===== src/hdl/rcst_params.svh =====
// Offsets, field positions, reset values and timing counts of the RC self-tune block.
`ifndef RCST_PARAMS_SVH
`define RCST_PARAMS_SVH

`define RCST_ADDR_W          2
`define RCST_CTRL_OFS        2'h0
`define RCST_BIT_EN          15
`define RCST_BIT_SIDL        13
`define RCST_BIT_SRC         12
`define RCST_BIT_LOCK        11
`define RCST_BIT_LPOL        10
`define RCST_BIT_OOR         9
`define RCST_BIT_ORPOL       8
`define RCST_TRIM_LSB        0
`define RCST_TRIM_W          6
`define RCST_TRIM_RST        6'h00
`define RCST_REF_CYCLES      32
`define RCST_EXPECT_COUNT    7813
`define RCST_LOCK_PPT        2
`define RCST_RANGE_LIMIT     1000
`define RCST_CNT_W           16

`endif


===== src/hdl/rcst_pkg.sv =====
// Types shared by the RC self-tune block.
`default_nettype none
package rcst_pkg;

    typedef struct packed {
        logic       self_tune_enable;
        logic       self_tune_stop_in_idle;
        logic       self_tune_reference_select;
        logic       self_tune_lock_status;
        logic       lock_interrupt_polarity;
        logic       self_tune_out_of_range_status;
        logic       out_of_range_interrupt_polarity;
        logic [5:0] rc_frequency_trim_field;
    } rcst_ctrl_t;

    typedef enum logic [1:0] {
        RCST_HALT,
        RCST_MEASURE,
        RCST_ADJUST
    } rcst_state_t;

endpackage
`default_nettype wire


===== src/hdl/rcst_top.sv =====
// RC oscillator self-tune control register, measurement and trim loop.
//
// Implementation choices: the register addresses and the Avalon-MM slave port.
`timescale 1ns/1ns
`default_nettype none
`include "rcst_params.svh"

module rcst_top
    import rcst_pkg::*;
#(
    parameter int REF_CYCLES   = `RCST_REF_CYCLES,
    parameter int EXPECT_COUNT = `RCST_EXPECT_COUNT,
    parameter int RANGE_LIMIT  = `RCST_RANGE_LIMIT
) (
    input  wire logic                    core_clk_i,
    input  wire logic                    nrst_i,
    input  wire logic [`RCST_ADDR_W-1:0] avs_address_i,
    input  wire logic                    avs_read_i,
    input  wire logic                    avs_write_i,
    input  wire logic [15:0]             avs_writedata_i,
    input  wire logic [1:0]              avs_byteenable_i,
    output var  logic [15:0]             avs_readdata_o,
    output var  logic                    avs_waitrequest_o,
    input  wire logic                    core_idle_i,
    input  wire logic                    rc_clk_i,
    input  wire logic                    ref_clk_i,
    output var  logic [5:0]              rc_trim_o,
    output var  logic                    lock_irq_o,
    output var  logic                    out_of_range_irq_o
);

    localparam int CW      = `RCST_CNT_W;
    localparam int LOCK_TOL = (EXPECT_COUNT * `RCST_LOCK_PPT) / 1000;

    // Absolute difference of a measured count against the expected count.
    function automatic logic [CW-1:0] abs_err(input logic [CW-1:0] cnt);
        logic [CW-1:0] expv;
        expv = CW'(EXPECT_COUNT);
        abs_err = (cnt >= expv) ? cnt - expv : expv - cnt;
    endfunction

    // Reset release through two flops so every flop leaves reset on the same edge.
    logic rst_meta_n;
    logic rst_n;
    always_ff @(posedge core_clk_i or negedge nrst_i) begin
        if (!nrst_i) begin
            rst_meta_n <= 1'b0;
            rst_n      <= 1'b0;
        end else begin
            rst_meta_n <= 1'b1;
            rst_n      <= rst_meta_n;
        end
    end

    // Both oscillator pins are asynchronous; only the second stage feeds logic.
    logic [1:0] rc_sync;
    logic [1:0] ref_sync;
    logic       rc_prev;
    logic       ref_prev;
    always_ff @(posedge core_clk_i or negedge rst_n) begin
        if (!rst_n) begin
            rc_sync  <= 2'h0;
            ref_sync <= 2'h0;
            rc_prev  <= 1'b0;
            ref_prev <= 1'b0;
        end else begin
            rc_sync  <= {rc_sync[0], rc_clk_i};
            ref_sync <= {ref_sync[0], ref_clk_i};
            rc_prev  <= rc_sync[1];
            ref_prev <= ref_sync[1];
        end
    end
    logic rc_rise;
    logic ref_rise;
    assign rc_rise  = rc_sync[1] & ~rc_prev;
    assign ref_rise = ref_sync[1] & ~ref_prev;

    // Bus slave: every access waits exactly one cycle, then completes.
    logic        wait_q;
    logic [15:0] rdata_q;
    logic        next_wait;
    logic [15:0] next_rdata;
    logic        req;
    logic        hit;
    logic        wr_done;
    rcst_ctrl_t  ctrl;

    assign req     = avs_read_i | avs_write_i;
    assign hit     = (avs_address_i == `RCST_CTRL_OFS);
    assign wr_done = avs_write_i & ~wait_q & hit;

    always_comb begin
        next_wait  = 1'b1;
        next_rdata = rdata_q;
        if (req && wait_q) begin
            next_wait  = 1'b0;
            next_rdata = 16'h0000;
            if (avs_read_i && hit) begin
                next_rdata[`RCST_BIT_EN]    = ctrl.self_tune_enable;
                next_rdata[`RCST_BIT_SIDL]  = ctrl.self_tune_stop_in_idle;
                next_rdata[`RCST_BIT_SRC]   = ctrl.self_tune_reference_select;
                next_rdata[`RCST_BIT_LOCK]  = ctrl.self_tune_lock_status;
                next_rdata[`RCST_BIT_LPOL]  = ctrl.lock_interrupt_polarity;
                next_rdata[`RCST_BIT_OOR]   = ctrl.self_tune_out_of_range_status;
                next_rdata[`RCST_BIT_ORPOL] = ctrl.out_of_range_interrupt_polarity;
                next_rdata[`RCST_TRIM_LSB +: `RCST_TRIM_W] = ctrl.rc_frequency_trim_field;
            end
        end
    end

    always_ff @(posedge core_clk_i or negedge rst_n) begin
        if (!rst_n) begin
            wait_q  <= 1'b1;
            rdata_q <= 16'h0000;
        end else begin
            wait_q  <= next_wait;
            rdata_q <= next_rdata;
        end
    end
    assign avs_waitrequest_o = wait_q;
    assign avs_readdata_o    = rdata_q;

    // Control register and tuning loop share one group since both write the trim field.
    rcst_state_t     st;
    rcst_state_t     next_st;
    rcst_ctrl_t      next_ctrl;
    logic [7:0]      ref_cnt;
    logic [7:0]      next_ref_cnt;
    logic [CW-1:0]   rc_cnt;
    logic [CW-1:0]   next_rc_cnt;
    logic            too_fast;
    logic            next_too_fast;
    logic            lock_irq_q;
    logic            oor_irq_q;
    logic            halt;
    logic            win_end;
    logic [CW-1:0]   err;

    // A reserved reference has no defined target, so the loop stays halted on it.
    assign halt = ~ctrl.self_tune_enable | ctrl.self_tune_reference_select
                | (ctrl.self_tune_stop_in_idle & core_idle_i);
    assign win_end = ref_rise && (ref_cnt == 8'(REF_CYCLES - 1));
    assign err     = abs_err(rc_cnt);

    always_comb begin
        next_st       = st;
        next_ctrl     = ctrl;
        next_ref_cnt  = ref_cnt;
        next_rc_cnt   = rc_cnt;
        next_too_fast = too_fast;
        if (wr_done && avs_byteenable_i[1]) begin
            next_ctrl.self_tune_enable       = avs_writedata_i[`RCST_BIT_EN];
            next_ctrl.self_tune_stop_in_idle = avs_writedata_i[`RCST_BIT_SIDL];
            next_ctrl.self_tune_reference_select      = avs_writedata_i[`RCST_BIT_SRC];
            next_ctrl.lock_interrupt_polarity         = avs_writedata_i[`RCST_BIT_LPOL];
            next_ctrl.out_of_range_interrupt_polarity = avs_writedata_i[`RCST_BIT_ORPOL];
        end
        if (wr_done && avs_byteenable_i[0] && !ctrl.self_tune_enable) begin
            next_ctrl.rc_frequency_trim_field = avs_writedata_i[`RCST_TRIM_LSB +: `RCST_TRIM_W];
        end
        case (st)
            RCST_HALT: begin
                next_ref_cnt = 8'h00;
                next_rc_cnt  = '0;
                if (!halt) begin
                    next_st = RCST_MEASURE;
                end
            end
            RCST_MEASURE: begin
                if (rc_rise && rc_cnt != {CW{1'b1}}) begin
                    next_rc_cnt = rc_cnt + 1'b1;
                end
                if (ref_rise) begin
                    next_ref_cnt = ref_cnt + 8'h01;
                end
                if (halt) begin
                    next_st = RCST_HALT;
                end else if (win_end) begin
                    next_ctrl.self_tune_lock_status = (err <= CW'(LOCK_TOL));
                    next_ctrl.self_tune_out_of_range_status = (err > CW'(RANGE_LIMIT));
                    next_too_fast = (rc_cnt > CW'(EXPECT_COUNT));
                    next_ref_cnt  = 8'h00;
                    next_rc_cnt   = '0;
                    if (err > CW'(RANGE_LIMIT)) begin
                        next_st = RCST_MEASURE;
                    end else if (err != '0) begin
                        next_st = RCST_ADJUST;
                    end
                end
            end
            RCST_ADJUST: begin
                // One step per window keeps the loop slow against measurement noise.
                if (too_fast && ctrl.rc_frequency_trim_field != 6'h00) begin
                    next_ctrl.rc_frequency_trim_field = ctrl.rc_frequency_trim_field - 6'h01;
                end else if (!too_fast && ctrl.rc_frequency_trim_field != 6'h3f) begin
                    next_ctrl.rc_frequency_trim_field = ctrl.rc_frequency_trim_field + 6'h01;
                end
                next_ref_cnt = 8'h00;
                next_rc_cnt  = '0;
                next_st      = halt ? RCST_HALT : RCST_MEASURE;
            end
            default: begin
                next_st = RCST_HALT;
            end
        endcase
    end

    always_ff @(posedge core_clk_i or negedge rst_n) begin
        if (!rst_n) begin
            st         <= RCST_HALT;
            ctrl       <= '{default: 1'b0, rc_frequency_trim_field: `RCST_TRIM_RST};
            ref_cnt    <= 8'h00;
            rc_cnt     <= '0;
            too_fast   <= 1'b0;
            lock_irq_q <= 1'b0;
            oor_irq_q  <= 1'b0;
        end else begin
            st         <= next_st;
            ctrl       <= next_ctrl;
            ref_cnt    <= next_ref_cnt;
            rc_cnt     <= next_rc_cnt;
            too_fast   <= next_too_fast;
            lock_irq_q <= next_ctrl.self_tune_lock_status ^ next_ctrl.lock_interrupt_polarity;
            oor_irq_q  <= next_ctrl.self_tune_out_of_range_status
                        ^ next_ctrl.out_of_range_interrupt_polarity;
        end
    end
    assign rc_trim_o          = ctrl.rc_frequency_trim_field;
    assign lock_irq_o         = lock_irq_q;
    assign out_of_range_irq_o = oor_irq_q;

    trim_owned_a: assert property (@(posedge core_clk_i) disable iff (!rst_n)
        (wr_done && avs_byteenable_i[0] && ctrl.self_tune_enable && st != RCST_ADJUST)
        |=> $stable(ctrl.rc_frequency_trim_field))
        else $error("Trim changed by software while self-tune enabled.");

    idle_halt_a: assert property (@(posedge core_clk_i) disable iff (!rst_n)
        (ctrl.self_tune_stop_in_idle && core_idle_i) |=> st == RCST_HALT)
        else $error("Tuning did not halt in idle.");

    ref_reserved_a: assert property (@(posedge core_clk_i) disable iff (!rst_n)
        ctrl.self_tune_reference_select |=> st == RCST_HALT)
        else $error("Tuning ran with the reserved reference.");

    lock_eval_a: assert property (@(posedge core_clk_i) disable iff (!rst_n)
        (st == RCST_MEASURE && !halt && win_end)
        |=> ctrl.self_tune_lock_status == ($past(err) <= CW'(LOCK_TOL)))
        else $error("Lock status does not match the measured error.");

    lock_irq_a: assert property (@(posedge core_clk_i) disable iff (!rst_n)
        ##1 lock_irq_o == (ctrl.self_tune_lock_status ? !ctrl.lock_interrupt_polarity
                                                      : ctrl.lock_interrupt_polarity))
        else $error("Lock interrupt level wrong for its polarity.");

    oor_skip_a: assert property (@(posedge core_clk_i) disable iff (!rst_n)
        (st == RCST_MEASURE && !halt && win_end && err > CW'(RANGE_LIMIT))
        |=> ctrl.self_tune_out_of_range_status && st != RCST_ADJUST
            ##1 $stable(ctrl.rc_frequency_trim_field) || $past(wr_done))
        else $error("Out-of-range window flagged wrong or tuned anyway.");

    oor_irq_a: assert property (@(posedge core_clk_i) disable iff (!rst_n)
        ##1 out_of_range_irq_o == (ctrl.self_tune_out_of_range_status
                                   ^ ctrl.out_of_range_interrupt_polarity))
        else $error("Out-of-range interrupt level wrong for its polarity.");

    rsvd_zero_a: assert property (@(posedge core_clk_i) disable iff (!rst_n)
        !avs_waitrequest_o |-> avs_readdata_o[14] == 1'b0 && avs_readdata_o[7:6] == 2'h0)
        else $error("Unimplemented bits read nonzero.");

    adjust_step_a: assert property (@(posedge core_clk_i) disable iff (!rst_n)
        (st == RCST_ADJUST && too_fast && ctrl.rc_frequency_trim_field != 6'h00)
        |=> ctrl.rc_frequency_trim_field == $past(ctrl.rc_frequency_trim_field) - 6'h01
            && st != RCST_ADJUST)
        else $error("Adjust did not step trim down once.");

    bus_answer_a: assert property (@(posedge core_clk_i) disable iff (!rst_n)
        (avs_read_i || avs_write_i) && avs_waitrequest_o |=> !avs_waitrequest_o)
        else $error("Slave did not answer one cycle after a request.");

endmodule // rcst_top
`default_nettype wire


===== config.mk =====
export PLATFORM = sky130hd
export DESIGN_NAME = rcst_top
export DESIGN_NICKNAME = d
export VERILOG_FILES = /design/src/hdl/rcst_pkg.sv /design/src/hdl/rcst_top.sv
export VERILOG_INCLUDE_DIRS = /design/src /design/src/hdl
export SDC_FILE = /design/constraint.sdc
export NUM_CORES = 1
export LEC_CHECK = 0
export BUFFER_PORTS_ARGS = -buffer_cell sky130_fd_sc_hd__buf_2
export CORE_AREA = 2 2 86 88
export DETAILED_ROUTE_END_ITERATION = 8
export DIE_AREA = 0 0 88 90
export PLACE_DENSITY = 0.78
export SYNTH_ARGS = -nofsm -noshare
export SYNTH_HDL_FRONTEND = slang
export SYNTH_SLANG_ARGS = --single-unit
export TNS_END_PERCENT = 1

===== constraint.sdc =====
create_clock -name core_clk_i -period 2.8 [get_ports core_clk_i]
set_clock_uncertainty 0.2 [all_clocks]
set_input_delay 0.14 -clock core_clk_i [delete_from_list [all_inputs] [get_ports core_clk_i]]
set_output_delay 0.14 -clock core_clk_i [all_outputs]
set_load 0.005 [all_outputs]

==> run summary, run 1 <==
status -> finished with violations
failing checks -> negative setup slack
total die area -> 7920 um^2
GRT Total Usage -> 27.5%
vias in the first global route -> 3570
Switching Fraction -> 29.7%
crit start category -> flip-flop
Max Clk Rate -> 338 MHz
ANT cells -> 0
critical path arrival -> 3000 ps
port buffer count -> 43
# DRC -> 0
gp weighted congestion -> 0.866
Skew-Pair Late Insertion Delay -> 350 ps
FP Rows -> 31
post-synthesis sequential area ratio -> 40.7%
Vias/cell -> 6.04
Final Hold Viols -> 0
Warnings, synthesis -> 0
Unique masters post-synth -> 62
nets@finish -> 562
Max VDD drop -> 0.000381 V
maximum fanout along the worst path -> 6
wire length per cell -> 17.1 um
initial antenna violation count -> 0
Async SR Flop Fraction -> 100%
Sequential Area -> 1600 um^2
Fin Setup TNS -> -589 ps
syn avg cell area -> 9.21 um^2
Pre-antenna DRT Iters -> 5
Psw -> 763 uW
mapped cell area -> 3930 um^2
critical setup path kind -> flip-flop to flip-flop
Starting Density -> 56.0%
Fillers -> 507
commonest non-fill, non-tap cells in the layout -> dfrtp_1, buf_4, nand2_1, buf_2, o21ai_0
clock share of power -> 39.9%
largest net degree at the start of global routing -> 31
Placed Cells -> 588
register share of total power -> 43.9%
Final ANT Viol Nets -> 0
post-synthesis cell count -> 427
CTS sink cnt -> 64
1st-iter DRT viols -> 318
area occupied by multi-input gates -> 2180 um^2
Hold Crit Class -> input port to flip-flop
Required @ worst endpoint -> 2840 ps
Layout Area Growth over Synthesis -> 28.1%
total CTS buffers -> 9
grt total ovfl -> 0
hpwl dp -> 6960 um
max-cap viol count -> 0
slowest stage delay, CP -> 560 ps
non-filler cells, final -> 629
Final Power -> 2.57 mW
fin. max-slew vios -> 0
clock tree buffer depth -> 2
final setup fails -> 5
actual slew at the worst max-slew pin -> 722 ps
RSZ-0062 raised after global routing -> true
Crit path top cell by count -> o21ai_4
Pint -> 1.81 mW
crit path capture type -> flip-flop
Placement Setup Slack -> -208 ps
post-route setup slack -> -162 ps
Post-synth EDFFs -> 0
Post-Route WL -> 10700 um
Die Y -> 90 um
Final period util -> 106%
Chip Width -> 88 um
Ports -> 52
Util after Layout -> 71.8%
root buffer cell -> clkbuf_8
Comb power frac -> 16.1%
ys flop type -> dfrtp_1
Vias -> 3802
Leak Pwr -> 2.47 nW
commonest non-fill, non-tap cell in the layout -> dfrtp_1
Power Density -> 510 nW/um^2
Clock transition at path regs -> 80 ps
CP cell instances -> or4_4, o21ai_4, o21ai_4, a32o_1, a221oi_2, o221ai_2, a31o_1, o311a_1
Core Region -> 7020 um^2
post-synthesis register bit count -> 64
worst rel slew slack -> 51.9%
CTS tree -> yes
H-tree depth -> 3
Slowest-stage cell, CP -> or4_4
share of cells above drive strength 1 -> 28.5%
first-pass GRT wire length -> 17300 um
minimum clock period -> 2960 ps
-- power by group through the flow --
stage | Clock (mW) | Sequential (mW) | Combinational, mW
after floorplan | 0 | 1.08 | 0.328
after global placement | 0 | 1.13 | 0.368
after detailed placement | 0 | 1.14 | 0.385
after CTS | 1.03 | 1.12 | 0.409
after global routing | 1.07 | 1.14 | 0.463
final | 1.03 | 1.13 | 0.415
-- cell usage after synthesis (3+ instances only) --
cell | n | share of area [%]
dfrtp_1 | 63 | 40
nand2_1 | 44 | 4.2
o21ai_0 | 41 | 5.2
clkbuf_1 | 24 | 2.3
nor2_1 | 22 | 2.1
a21oi_1 | 19 | 2.4
a22o_1 | 16 | 3.6
nand3_1 | 15 | 1.9
buf_4 | 10 | 1.9
ha_1 | 10 | 3.2
inv_1 | 10 | 0.95
mux2i_1 | 10 | 2.5
and3_1 | 9 | 1.4
mux2_2 | 8 | 2.3
nand4_1 | 8 | 1.3
nor3_1 | 8 | 1.0
a31oi_1 | 7 | 1.1
a22oi_1 | 6 | 1.1
xor2_1 | 6 | 1.3
nand2b_1 | 5 | 0.80
o22ai_1 | 5 | 0.80
xnor2_1 | 5 | 1.1
a211oi_1 | 4 | 0.76
a21o_1 | 4 | 0.76
and2_1 | 4 | 0.64
and4_1 | 4 | 0.89
o31ai_1 | 4 | 0.76
a21boi_1 | 3 | 0.57
a221oi_1 | 3 | 0.67
a32o_1 | 3 | 0.76
nor2b_1 | 3 | 0.48
-- per-layer routing --
layer | wire length, um | share of wire [%] | GRT usage, %
met1 | 4470 | 42 | 36.7
met2 | 5300 | 49 | 44.3
met3 | 672 | 6.3 | 4.50
met4 | 291 | 2.7 | 10.9
met5 | 0 | 0 | 0
-- flip-flops by register name, summed over array words and instances (netlist names) --
signal              count
rst_meta_n              1
out_of_range_irq_o      1
ctrl                    7
avs_waitrequest_o       1
rc_trim_o               6
ref_sync                2
rc_cnt                 16
rc_sync                 2
ref_cnt                 8
avs_readdata_o         13
st                      2
ref_prev                1
lock_irq_o              1
too_fast                1
rst_n                   1
rc_prev                 1
-- final cells by class --
type / instances / area share [%]
inverters: 10 / 0.745
clock buffers: 9 / 2.46
repair buffers: 120 / 16.7
clock inverters: 7 / 2.48
well taps: 99 / 2.46
flip-flops and latches: 64 / 31.8
multi-input cells: 320 / 43.4
-- metrics by stage --
stage,hold slack (ps),area [um^2]
2_1_floorplan,-356,3950
3_3_place_gp,-275,4500
3_5_place_dp,-273,4500
4_1_cts,84.0,5020
5_1_grt,110,5040
6_report,80.7,5040
-- cells by family (layout without fill, tap and decap cells) --
kind of cell | Yosys count | in the layout | synth area share, %
other | 2 | 4 | 0.191
adders and majority gates | 10 | 10 | 3.18
buffers and inverters | 46 | 146 | 5.73
muxes | 18 | 18 | 4.83
DFF | 64 | 64 | 40.7
xor gates and xnor gates | 11 | 11 | 2.45
AOI/OAI and AO/OA | 135 | 136 | 24.5
and+or+nand+nor | 141 | 141 | 18.4
-- repair_timing --
action,CTS,global route
buffers inserted,7,1
pin swaps,8,2
endpoints found under the setup margin,6,7
resized for setup,10,7
hold endpoints to repair,17,0
hold buffers,17,0
gates cloned,1,0
-- path summary, 6_finish.rpt --
path | cells past startpoint | slack, ps | endpoint | from
setup / recovery | 8 | -160 | st[0]$_DFFE_PN0P_ | rc_cnt[5]$_DFFE_PN0P_
hold / removal | 3 | 80 | rc_trim_o[1]$_DFF_PN0_ | avs_writedata_i[1]
setup reg to reg | 8 | -160 | st[0]$_DFFE_PN0P_ | rc_cnt[5]$_DFFE_PN0P_
hold reg to reg | 0 | 120 | rc_trim_o[4]$_DFF_PN0_ | rst_n$_DFF_PN0_
max in group asynchronous | 1 | 1510 | avs_waitrequest_o$_DFF_PN1_ | rst_n$_DFF_PN0_
min in group asynchronous | 0 | 120 | rc_trim_o[4]$_DFF_PN0_ | rst_n$_DFF_PN0_
-- critical path: cells and delay by family (launching register included) --
family             cells  cell delay [ps]
AOI/OAI and AO/OA      7             1670
and+or+nand+nor        1              560
DFF                    1              420
No activity file was read; power rests on OpenSTA's default activity.
==> run 2, diff against run 1 <==
--- a/config.mk
+++ b/config.mk
@@ -7,10 +7,10 @@
 export NUM_CORES = 1
 export LEC_CHECK = 0
 export BUFFER_PORTS_ARGS = -buffer_cell sky130_fd_sc_hd__buf_2
-export CORE_AREA = 2 2 86 88
+export CORE_AREA = 2 2 84 86
 export DETAILED_ROUTE_END_ITERATION = 8
-export DIE_AREA = 0 0 88 90
-export PLACE_DENSITY = 0.78
+export DIE_AREA = 0 0 86 88
+export PLACE_DENSITY = 0.82
 export SYNTH_ARGS = -nofsm -noshare
 export SYNTH_HDL_FRONTEND = slang
 export SYNTH_SLANG_ARGS = --single-unit
==> constraint.sdc (replaced) <==
create_clock -name core_clk_i -period 3.7 [get_ports core_clk_i]
set_clock_uncertainty 0.2 [all_clocks]
set_input_delay 0.185 -clock core_clk_i [delete_from_list [all_inputs] [get_ports core_clk_i]]
set_output_delay 0.185 -clock core_clk_i [all_outputs]
set_load 0.005 [all_outputs]
==> run 2 against run 1 <==
Compared with the run above:
- the flow now finishes without violations
- sequential cell count unchanged
- hold slack improved by 58 ps
- design area shrank 11%
==> run summary, run 2 (synthesis gave the netlist of run 1 again) <==
status -> finished, final reports clean
total CTS buffers -> 9
Largest register FFs -> 16
Reg2Reg Setup Slack -> 270 ps
first-pass GRT wire length -> 15600 um
Chip Width -> 86 um
Switching Fraction -> 30.6%
Reg with most FFs -> rc_cnt
CTS tree -> yes
Placement Setup Slack -> 306 ps
crit path launch -> rc_cnt[6]$_DFFE_PN0P_
port buffer count -> 43
Fillers -> 511
number of cells on the worst reg-to-reg path -> 8
actual slew at the worst max-slew pin -> 917 ps
initial antenna violation count -> 0
largest net degree at the start of global routing -> 42
Pre-antenna DRT Iters -> 5
share of cells above drive strength 1 -> 17.2%
max-cap viol count -> 0
Max Clk Rate -> 291 MHz
Min-Delay Startpoint -> avs_byteenable_i[1]
RR Startpoint -> rc_cnt[6]$_DFFE_PN0P_
maximum fanout along the worst path -> 12
end of the worst hold path -> ctrl[12]$_DFFE_PN0P_
Max VDD drop -> 0.000290 V
Psw -> 538 uW
H-tree depth -> 3
Final period util -> 92.8%
Power Density -> 394 nW/um^2
Cell Area, Placed -> 4090 um^2
nets@finish -> 504
grt total ovfl -> 0
clock share of power -> 34.2%
Hold Buf Count CTS -> 17
vias in the first global route -> 3363
wire length per cell -> 16.4 um
non-filler cells, final -> 552
Vias -> 3524
Placed Cells -> 519
terminus of the critical flop-to-flop path -> st[0]$_DFFE_PN0P_
hpwl dp -> 6140 um
minimum clock period -> 3430 ps
crit start category -> flip-flop
FP Rows -> 30
crit path capture type -> flip-flop
Fin Hold WS -> 138 ps
CTS sink cnt -> 64
Core Region -> 6640 um^2
Comb power frac -> 17.2%
Fin Setup TNS -> 0 ps
register share of total power -> 48.6%
worst rel slew slack -> 38.8%
RSZ-0062 raised after global routing -> false
total die area -> 7570 um^2
Skew-Pair Late Insertion Delay -> 350 ps
Leak Pwr -> 2.13 nW
Clock transition at path regs -> 80 ps
Util after Layout -> 67.2%
# DRC -> 0
Required @ worst endpoint -> 3730 ps
Final ANT Viol Nets -> 0
final design instance area without fill -> 4460 um^2
post-route setup slack -> 268 ps
Final Power -> 1.76 mW
clock tree buffer depth -> 2
setup bufs post-CTS -> 0
Die Y -> 88 um
final setup fails -> 0
GRT Total Usage -> 25.7%
root buffer cell -> clkbuf_8
Hold Crit Class -> input port to flip-flop
Layout Area Growth over Synthesis -> 13.4%
Starting Density -> 59.2%
ANT cells -> 0
Ports -> 52
Min-Delay Path Depth -> 3
commonest non-fill, non-tap cells in the layout -> dfrtp_1, nand2_1, buf_2, o21ai_0, nor2_1
post-CTS resize count -> 0
Post-Route WL -> 9050 um
critical path arrival -> 3460 ps
fin. max-slew vios -> 0
gp weighted congestion -> 0.990
critical setup path kind -> flip-flop to flip-flop
1st-iter DRT viols -> 307
Pint -> 1.22 mW
commonest non-fill, non-tap cell in the layout -> dfrtp_1
Final Hold Viols -> 0
Vias/cell -> 6.38
-- run 2: cell types whose count changed in the layout (fill, tap and decap cells not counted), moves of 2 or more --
cell	before	now
buf_4	59	3
inv_6	3	0
o21ai_0	38	41
o21ai_1	4	1
a221oi_1	1	3
a221oi_2	3	1
bufinv_16	3	1
clkinv_4	1	3
clkinvlp_4	0	2
-- run 2: routing by layer --
layer | GRT usage [%] | share of wire (%)
met1 | 34.3 | 44
met2 | 41.2 | 49
met3 | 5.28 | 4.5
met4 | 10.5 | 2.2
met5 | 0 | 0
-- run 2: worst max path at each step --
stage,endpoint,slack [ps]
3_5_place_dp,st[0]$_DFFE_PN0P_,310
5_1_grt,st[0]$_DFFE_PN0P_,50
3_3_place_gp,st[0]$_DFFE_PN0P_,390
4_1_cts,st[0]$_DFFE_PN0P_,300
6_report,st[0]$_DFFE_PN0P_,270
2_1_floorplan,st[0]$_DFFE_PN0P_,650
-- run 2: final cells by class --
cell class | count | area (um^2) | area share [%]
Clock inverter | 6 | 71.3 | 1.60
Multi-Input combinational cell | 319 | 2110 | 47.4
Clock buffer | 10 | 128 | 2.86
Sequential cell | 64 | 1600 | 36.0
Tap cell | 80 | 100 | 2.24
Timing Repair Buffer | 63 | 408 | 9.14
Inverter | 10 | 37.5 | 0.841
-- run 2: power groups by stage --
stage	clock network, mW	logic (mW)	registers (mW)
floorplan	0	0.248	0.820
global placement	0	0.269	0.860
detailed placement	0	0.282	0.865
CTS	0.611	0.299	0.851
global route	0.638	0.344	0.864
finish	0.600	0.303	0.854
-- run 2: critical path, cell delays in order, from the launching register on --
cell and delay (ps):
dfrtp_1 510, nor4_2 650, a31oi_4 270, o21ai_4 430, mux2i_1 260, xor2_1 190, o21ai_0 180, a31o_1 280
o311a_1 340
